## src/hw/gpc_consts.vh

```
/*
  Constants for the six-bit port with pin-change detection.
  Assumes inclusion by bare name from the design files.
*/
`ifndef GPC_CONSTS_VH
`define GPC_CONSTS_VH

`define GPC_ADDR_W 3
`define GPC_ADDR_PIN 3'h0
`define GPC_ADDR_DIR 3'h1
`define GPC_ADDR_OUT 3'h2
`define GPC_ADDR_MASK 3'h3
`define GPC_ADDR_FLAG 3'h4
`define GPC_ADDR_CTRL 3'h5
`define GPC_ADDR_GIE 3'h6
`define GPC_FLAG_BIT 5
`define GPC_PIE_BIT 5
`define GPC_PUD_BIT 4
`define GPC_MASK_W 6
`define GPC_RST_BYTE 8'h00
`define GPC_RST_PORT 6'h00

`endif

```

## src/hw/gpc_sync.v

```verilog
/*
  Pin input synchronizer: half-cycle latch then register.
  Assumes pins are sampled against the single system clock.
*/
`timescale 1ns/1ps
`default_nettype none
`include "gpc_consts.vh"

module gpc_sync #(
  parameter W = 6
) (
  input wire clock, // System clock
  input wire reset_n, // Synchronous reset, active low
  input wire [W-1:0] pin_level, // Pad levels
  output reg [W-1:0] pin_sync // Synchronized levels
);
  reg [W-1:0] pin_latch;

  // Holds the level seen while clock was high, as the latch closes
  always @(negedge clock) begin
    pin_latch <= pin_level;
  end

  always @(posedge clock) begin
    if (!reset_n) begin
      pin_sync <= {W{1'b0}};
    end else begin
      pin_sync <= pin_latch;
    end
  end
endmodule // gpc_sync

`default_nettype wire

```

## src/hw/gpc_pad.v

```verilog
/*
  Per-pin pad control: direction, output value and pull-up.
  Assumes reset_n arrives directly so pins tri-state without a clock.
*/
`timescale 1ns/1ps
`default_nettype none
`include "gpc_consts.vh"

module gpc_pad #(
  parameter W = 6
) (
  input wire reset_n, // Reset, active low
  input wire [W-1:0] dir, // Direction bits
  input wire [W-1:0] out_value, // Output-value bits
  input wire pullup_disable, // Global pull-up disable
  output wire [W-1:0] pin_out, // Pad output level
  output wire [W-1:0] pin_oe, // Pad drive enable
  output wire [W-1:0] pin_pullup // Pad pull-up enable
);
  genvar i;
  generate
    for (i = 0; i < W; i = i + 1) begin : g_pad
      assign pin_oe[i] = reset_n & dir[i];
      assign pin_out[i] = out_value[i];
      assign pin_pullup[i] = reset_n & ~dir[i] & out_value[i] & ~pullup_disable;
    end
  endgenerate
endmodule // gpc_pad

`default_nettype wire

```

## src/hw/gpc_port.v

```verilog
/*
  Six-bit general-purpose port with pin-change flag.
  Assumes a byte-wide register port with one-cycle read/write strobes,
  and a core that pulses irq_ack when it enters the change routine.
*/
// Overview of operation
// - Masked pin change sets the shared change flag.
// - Vector request only with flag, change enable and global enable set.
// - Flag cleared on routine entry or by writing one.
// - Each mask bit enables change detection on its pin.
// - Mask bits 7 and 6 read zero, writes ignored.
// - Output-value and direction read/write; pin input read-only.
// - Direction one makes output, zero makes input.
// - Input with value one and pull-ups allowed enables pull-up.
// - Global pull-up disable turns off all pull-ups.
// - Output drives the output-value bit.
// - Writing one to pin input toggles output value.
// - Reset tri-states all pins without a clock.
// - Single-bit changes leave other bits untouched.
// - Pin level read through clock-high transparent latch then register.
// - External change visible after half to one and a half cycles.
// - Software output value visible one cycle after write.
// - Alternate functions leave other pins unaffected.
// - Change detection needs the system clock to compare pins and set the flag.
// - Output pins still raise change requests.
`timescale 1ns/1ps
`default_nettype none
`include "gpc_consts.vh"

module gpc_port #(
  parameter W = 6
) (
  input wire clock, // 40 MHz system clock
  input wire reset_n, // Synchronous reset, active low
  input wire [`GPC_ADDR_W-1:0] reg_addr, // Register select
  input wire reg_wr, // Write strobe
  input wire reg_rd, // Read strobe
  input wire [7:0] reg_wdata, // Write data
  input wire [7:0] bit_mask, // Bit-access lanes, all ones for whole byte
  output reg [7:0] reg_rdata, // Read data
  input wire irq_ack, // Change routine entered
  output wire irq_req, // Change vector request
  input wire [W-1:0] pin_in, // Pad input levels
  output wire [W-1:0] pin_out, // Pad output levels
  output wire [W-1:0] pin_oe, // Pad drive enables
  output wire [W-1:0] pin_pullup // Pad pull-up enables
);
  // Unused read bits above the port width
  localparam UPPER_W = 8 - W;

  // Port and change-detection state
  reg [W-1:0] dir_reg;
  reg [W-1:0] out_value_reg;
  reg [W-1:0] change_mask_reg;
  reg change_flag;
  reg change_enable;
  reg global_pullup_disable;
  reg global_irq_enable;
  reg [W-1:0] pin_prev;

  // Next values, settled combinationally
  reg [W-1:0] next_dir_reg;
  reg [W-1:0] next_out_value_reg;
  reg [W-1:0] next_change_mask_reg;
  reg next_change_flag;
  reg next_change_enable;
  reg next_global_pullup_disable;
  reg next_global_irq_enable;
  reg [7:0] next_reg_rdata;

  // Write selects
  reg wr_pin;
  reg wr_dir;
  reg wr_out;
  reg wr_mask;
  reg wr_flag;
  reg wr_ctrl;
  reg wr_gie;

  wire [W-1:0] pin_input_reg;
  wire [W-1:0] wmask;
  wire [W-1:0] wbits;
  wire [W-1:0] pin_changed;
  wire change_seen;
  wire flag_clear;
  wire [7:0] rd_pin;
  wire [7:0] rd_dir;
  wire [7:0] rd_out;
  wire [7:0] rd_mask;
  wire [7:0] rd_flag;
  wire [7:0] rd_ctrl;
  wire [7:0] rd_gie;

  assign wmask = bit_mask[W-1:0];
  assign wbits = reg_wdata[W-1:0];

  // Write strobe decode, one select per register
  always @* begin
    wr_pin = 1'b0;
    wr_dir = 1'b0;
    wr_out = 1'b0;
    wr_mask = 1'b0;
    wr_flag = 1'b0;
    wr_ctrl = 1'b0;
    wr_gie = 1'b0;
    if (reg_wr) begin
      case (reg_addr)
        `GPC_ADDR_PIN: begin
          wr_pin = 1'b1;
        end
        `GPC_ADDR_DIR: begin
          wr_dir = 1'b1;
        end
        `GPC_ADDR_OUT: begin
          wr_out = 1'b1;
        end
        `GPC_ADDR_MASK: begin
          wr_mask = 1'b1;
        end
        `GPC_ADDR_FLAG: begin
          wr_flag = 1'b1;
        end
        `GPC_ADDR_CTRL: begin
          wr_ctrl = 1'b1;
        end
        `GPC_ADDR_GIE: begin
          wr_gie = 1'b1;
        end
        default: begin
        end
      endcase
    end
  end

  assign flag_clear = wr_flag & bit_mask[`GPC_FLAG_BIT] &
                      reg_wdata[`GPC_FLAG_BIT];

  // Read views, unused upper bits tied low
  assign rd_pin = {{UPPER_W{1'b0}}, pin_input_reg};
  assign rd_dir = {{UPPER_W{1'b0}}, dir_reg};
  assign rd_out = {{UPPER_W{1'b0}}, out_value_reg};
  assign rd_mask = {{UPPER_W{1'b0}}, change_mask_reg};
  assign rd_flag = {2'b00, change_flag, 5'h00};
  assign rd_ctrl = {2'b00, change_enable, global_pullup_disable, 4'h0};
  assign rd_gie = {7'h00, global_irq_enable};

  gpc_sync #(.W(W)) u_sync (
    .clock(clock),
    .reset_n(reset_n),
    .pin_level(pin_in),
    .pin_sync(pin_input_reg)
  );

  // Per-pin decode keeps alternate functions local
  gpc_pad #(.W(W)) u_pad (
    .reset_n(reset_n),
    .dir(dir_reg),
    .out_value(out_value_reg),
    .pullup_disable(global_pullup_disable),
    .pin_out(pin_out),
    .pin_oe(pin_oe),
    .pin_pullup(pin_pullup)
  );

  // Per-pin masked change, driven pins included
  genvar i;
  generate
    for (i = 0; i < W; i = i + 1) begin : g_change
      assign pin_changed[i] = (pin_in[i] ^ pin_prev[i]) & change_mask_reg[i];
    end
  endgenerate

  assign change_seen = |pin_changed;

  assign irq_req = change_flag & change_enable & global_irq_enable;

  always @(posedge clock) begin
    if (!reset_n) begin
      pin_prev <= `GPC_RST_PORT;
    end else begin
      pin_prev <= pin_in;
    end
  end

  // Direction, bit lanes keep untouched bits
  always @* begin
    next_dir_reg = dir_reg;
    if (wr_dir) begin
      next_dir_reg = (dir_reg & ~wmask) | (wbits & wmask);
    end
  end

  // Output value: lane write or toggle through pin input
  always @* begin
    next_out_value_reg = out_value_reg;
    if (wr_out) begin
      next_out_value_reg = (out_value_reg & ~wmask) | (wbits & wmask);
    end
    if (wr_pin) begin
      next_out_value_reg = out_value_reg ^ (wbits & wmask);
    end
  end

  // Change mask, only the six pin bits exist
  always @* begin
    next_change_mask_reg = change_mask_reg;
    if (wr_mask) begin
      next_change_mask_reg = (change_mask_reg & ~wmask) | (wbits & wmask);
    end
  end

  // Control: change enable and pull-up disable
  always @* begin
    next_change_enable = change_enable;
    next_global_pullup_disable = global_pullup_disable;
    if (wr_ctrl && bit_mask[`GPC_PIE_BIT]) begin
      next_change_enable = reg_wdata[`GPC_PIE_BIT];
    end
    if (wr_ctrl && bit_mask[`GPC_PUD_BIT]) begin
      next_global_pullup_disable = reg_wdata[`GPC_PUD_BIT];
    end
  end

  // Global interrupt enable
  always @* begin
    next_global_irq_enable = global_irq_enable;
    if (wr_gie && bit_mask[0]) begin
      next_global_irq_enable = reg_wdata[0];
    end
  end

  // Set wins over any clear in the same cycle
  always @* begin
    next_change_flag = change_flag;
    if (change_seen) begin
      next_change_flag = 1'b1;
    end else if (irq_ack || flag_clear) begin
      next_change_flag = 1'b0;
    end
  end

  // Read mux, unmapped addresses read zero
  always @* begin
    case (reg_addr)
      `GPC_ADDR_PIN: begin
        next_reg_rdata = rd_pin;
      end
      `GPC_ADDR_DIR: begin
        next_reg_rdata = rd_dir;
      end
      `GPC_ADDR_OUT: begin
        next_reg_rdata = rd_out;
      end
      `GPC_ADDR_MASK: begin
        next_reg_rdata = rd_mask;
      end
      `GPC_ADDR_FLAG: begin
        next_reg_rdata = rd_flag;
      end
      `GPC_ADDR_CTRL: begin
        next_reg_rdata = rd_ctrl;
      end
      `GPC_ADDR_GIE: begin
        next_reg_rdata = rd_gie;
      end
      default: begin
        next_reg_rdata = `GPC_RST_BYTE;
      end
    endcase
  end

  // State registers
  always @(posedge clock) begin
    if (!reset_n) begin
      dir_reg <= `GPC_RST_PORT;
      out_value_reg <= `GPC_RST_PORT;
      change_mask_reg <= `GPC_RST_PORT;
      change_enable <= 1'b0;
      global_pullup_disable <= 1'b0;
      global_irq_enable <= 1'b0;
      change_flag <= 1'b0;
    end else begin
      dir_reg <= next_dir_reg;
      out_value_reg <= next_out_value_reg;
      change_mask_reg <= next_change_mask_reg;
      change_enable <= next_change_enable;
      global_pullup_disable <= next_global_pullup_disable;
      global_irq_enable <= next_global_irq_enable;
      change_flag <= next_change_flag;
    end
  end

  // Read data holds until the next read
  always @(posedge clock) begin
    if (!reset_n) begin
      reg_rdata <= `GPC_RST_BYTE;
    end else if (reg_rd) begin
      reg_rdata <= next_reg_rdata;
    end
  end
endmodule // gpc_port

`default_nettype wire

```

## config.mk

```make
export PLATFORM = sky130hd
export DESIGN_NAME = gpc_port
export DESIGN_NICKNAME = d
export VERILOG_FILES = /design/src/hw/gpc_sync.v /design/src/hw/gpc_pad.v /design/src/hw/gpc_port.v
export VERILOG_INCLUDE_DIRS = /design/src /design/src/hw
export SDC_FILE = /design/constraint.sdc
export NUM_CORES = 1
export LEC_CHECK = 0
export ABC_AREA = 1
export BUFFER_PORTS_ARGS = -buffer_cell sky130_fd_sc_hd__buf_2
export CAP_MARGIN = 20
export CORE_ASPECT_RATIO = 0.5
export CORE_MARGIN = 3
export CORE_UTILIZATION = 35
export DETAILED_ROUTE_END_ITERATION = 10
export PLACE_DENSITY = 0.65
export SYNTH_ARGS = -nofsm -noshare
export SYNTH_HDL_FRONTEND = slang
export SYNTH_SLANG_ARGS = --single-unit
```

## constraint.sdc

```tcl
create_clock -name clock -period 1.81 [get_ports clock]
set_input_delay 0.181 -clock clock [delete_from_list [all_inputs] [get_ports clock]]
set_output_delay 0.181 -clock clock [all_outputs]
set_load 0.1 [all_outputs]
```

# ---- Yosys cells after proc, flatten, opt, wreduce, memory -nomap -nowiden
# Index checks and enable logic that the tools add are counted.
dict set report totals {
  regBits 48
  in_bits 30
  output_inout_bits 27
  word_cells 100
}
dict set report op_classes {
  eq_ne 6
  n_mux 19
  bitwise 56
  reduce_logical 8
}
# op count
set ops {}
lappend ops {{one-hot mux 6 bit (7 select lines)} 1}
lappend ops {{AND 1 bit} 34}
lappend ops {{AND 6 bit} 4}
lappend ops {{OR 6 bit} 3}
lappend ops {{2-to-1 mux 1 bit} 16}
lappend ops {{2-to-1 mux 6 bit} 2}
lappend ops {{== test 3 bit (second input constant)} 3}
lappend ops {{inverter 1 bit} 7}
lappend ops {{== test 3 x 2 -> 1 bit (second input constant)} 2}
lappend ops {{inverter 6 bit} 1}
lappend ops {{OR reduction 6 bit} 1}
lappend ops {{bitwise XOR 1 bit} 6}
lappend ops {{bitwise XOR 6 bit} 1}
lappend ops {{nonzero test 2 bit} 2}
lappend ops {{== test 3 x 1 -> 1 bit (second input constant)} 1}
lappend ops {{logical AND 1 bit} 3}
lappend ops {{zero test 3 bit} 1}
lappend ops {{logical OR 1 bit} 1}

# ---- Longest topological paths before layout
dict set report logic_depth {
  word_depth 8
  depth_mapped 9
  depth_no_buf 8
}

# ---- Hierarchy
# Synthesis repeated with hierarchy kept, for this count alone.
dict set report hier_totals {
  hier_cells 346
  area_unflattened_um2 2458.6
}
# module instances cells_each area_each_um2 seq_area_each_um2
set modules_own_cells {}
lappend modules_own_cells {gpc_port 1 277 1954.4 680.7}
lappend modules_own_cells {gpc_sync 1 25 289.0 240.2}
lappend modules_own_cells {gpc_pad 1 44 215.2 0.0}

==> results.txt <==
CP Data Arrival Time: 1.36 ns
main combinational cell family by area after synthesis: simple AND/OR/NAND/NOR gates
number of remaining DRC errors: 0
Synth Area in Simple Gates: 0.3373
first-pass GRT wire length: 9908 um
RSZ-0062 raised after global routing: false
Core Region: 5777 um2
P_leak: 1.437 nW
detailed-route via count: 2201
setup bufs post-CTS: 0
syn_area_per_cell: 6.718 um2
# diodes: 0
Hold Path Origin: pin_in[1]
post-synthesis compound-gate area fraction: 0.1175
CTS tree: yes
RR Startpoint: u_sync.pin_latch[5]
clock skew: 0.07223 ns
WHS Path Cells: 3
status: complete, no violations
CP Capture Type: primary output
Max Cap Viol: 0
dpl hpwl: 4525 um
Reg clk slew, reported paths: 0.07 ns
Initial Util: 0.3814
Final Hold Fails: 0
DR pass1 iterations: 4
CP Launch Point: global_pullup_disable
CTS buffer count: 5
H-tree levels: 2
Pwr per Cell Area: 852.1 nW/um2
Critical Path RT: 1.63 ns
Die Area: 7341 um2
Area Growth Syn to Fin: 31.06%
clk buf depth: 2
Synth Area in Adders: 0
port bufs: 50
hold_buf cts: 0
Hold Path End: pin_prev[1]
Die Span X: 118.2 um
FF-to-FF path depth: 2
critical path class: flip-flop to primary output
clock sinks: 46
GR Overflow Total: 0
post-synthesis sequential area ratio: 0.4179
die height: 62.11 um
number of synthesis warnings: 0
fmax: 0.6488 GHz
gp weighted congestion: 0.8872
post-synthesis cell type count: 27
layout cell share with drive strength beyond 1: 0.2193
area post-placement: 2696 um2
RR Endpoint: u_sync.pin_sync[5]
synthesis-stage register bit count: 46
period utilization: 0.8516
initial antenna violation count: 0
Routed Wire Length: 5960 um
setup violators final: 0
critical path launch point type: flip-flop
XOR/XNOR share of the synthesized area: 0.003975
Rows: 19
fin crit period: 1.541 ns
R2R Setup Slk: 0.36 ns
cell count after synthesis: 328
initial drt markers: 221
Final TNS setup: 0 ns
max-slew violations: 0
antenna viol nets, final: 0
wire per inst: 12.76 um
VDD IR-drop max: 0.4294 mV
multiplexer area fraction after synthesis: 0
netlist area before placement: 2203 um2
Final #Nets: 412
fin area: 2888 um2
worst hold path type: input port to flip-flop
CTS Root Cell: clkbuf_16
io pins: 57
Clock Latency Late Sink: 0.36 ns
drt via density: 4.713
Tot GR Track Use: 0.1664
Resized Gates After CTS: 0
vias in the first global route: 2047
crit path max fanout: 5
pin count of the biggest net entering global routing: 26
[cell usage after synthesis]
master / instances / share of area
nand2_1: 85 / 0.14
dfxtp_1: 46 / 0.42
inv_1: 45 / 0.077
nand3_1: 30 / 0.068
o21ai_0: 29 / 0.066
nor2_1: 27 / 0.046
a21oi_1: 19 / 0.043
nor3_1: 12 / 0.027
nand4_1: 6 / 0.017
buf_2: 4 / 0.0091
buf_4: 3 / 0.010
clkbuf_1: 3 / 0.0051
inv_2: 3 / 0.0051
buf_1: 2 / 0.0034
buf_6: 2 / 0.010
a211oi_1: 1 / 0.0034
clkinv_1: 1 / 0.0017
conb_1: 1 / 0.0017
nand2_4: 1 / 0.0051
nor2_2: 1 / 0.0028
nor2_4: 1 / 0.0051
nor2_8: 1 / 0.0091
nor3_2: 1 / 0.0045
nor3_4: 1 / 0.0074
o21ai_1: 1 / 0.0023
o22ai_1: 1 / 0.0028
xnor2_1: 1 / 0.0040
[stage by stage]
stage | hold WS [ns] | utilization | setup WS [ns] | power (mW) | std cells
after global placement | 0.3986 | 0.4668 | 0.3538 | 1.383 | 454
after CTS | 0.1063 | 0.4999 | 0.2550 | 2.473 | 467
after floorplan | 0.2745 | - | 0.001958 | 1.306 | 329
after detailed placement | 0.4076 | 0.4668 | 0.3405 | 1.388 | 454
after global routing | 0.1276 | 0.4999 | 0.2069 | 2.572 | 467
final | 0.1103 | 0.4999 | 0.2686 | 2.461 | 467
[per-layer routing]
metal / routed length (um) / up-vias / global-route usage
li1: - / 1152 / -
met1: 2894 / 966 / 0.2256
met2: 2569 / 76 / 0.2623
met3: 417 / 7 / 0.03808
met4: 78 / 0 / 0.05693
met5: 0 / - / 0
[logic make-up after synthesis]
family          Yosys count
simple gates            166
buf+inv                  63
compound gates           51
flops                    46
xor+xnor                  1
other cells               1
[report_power, final]
part           internal [mW]  total (mW)  switching [mW]
Combinational         0.0701       0.284           0.214
Sequential              1.04        1.06          0.0205
Clock                  0.676        1.12           0.440
[worst max-delay path: stages (launching register included)]
cell,delay [ns]
dfxtp_1,0.40
buf_4,0.23
nor3_4,0.23
buf_12,0.20
[placed cells by master (no fill, tap or decap), types with 2 or more instances in the layout]
cell,netlist,final
conb_1,1,2
buf_4,3,5
o21ai_0,29,29
nand3_1,30,30
buf_2,4,44
dfxtp_4,0,6
nand2_1,85,85
buf_12,0,6
a21oi_1,19,19
inv_1,45,50
nand4_1,6,6
nor3_4,1,7
inv_2,3,3
clkbuf_16,0,5
dfxtp_1,46,40
nor2_1,27,27
nor3_1,12,6
[worst max-delay path by stage]
stage,cells past startpoint,endpoint
floorplan,2,irq_req
global placement,8,flip-flop
detailed placement,8,flip-flop
CTS,3,pin_pullup[3]
global route,3,pin_pullup[2]
finish,3,pin_pullup[3]
[layout make-up]
cell class	instances	area (um2)
fill	569	2889
multi-input combinational	220	1086
sequential	46	943.4
timing repair buffer	55	377.9
inverter	48	180.2
clock buffer	5	125.1
tap	84	105.1
clock inverter	9	70.07
Power figures use the tool's default switching activity.
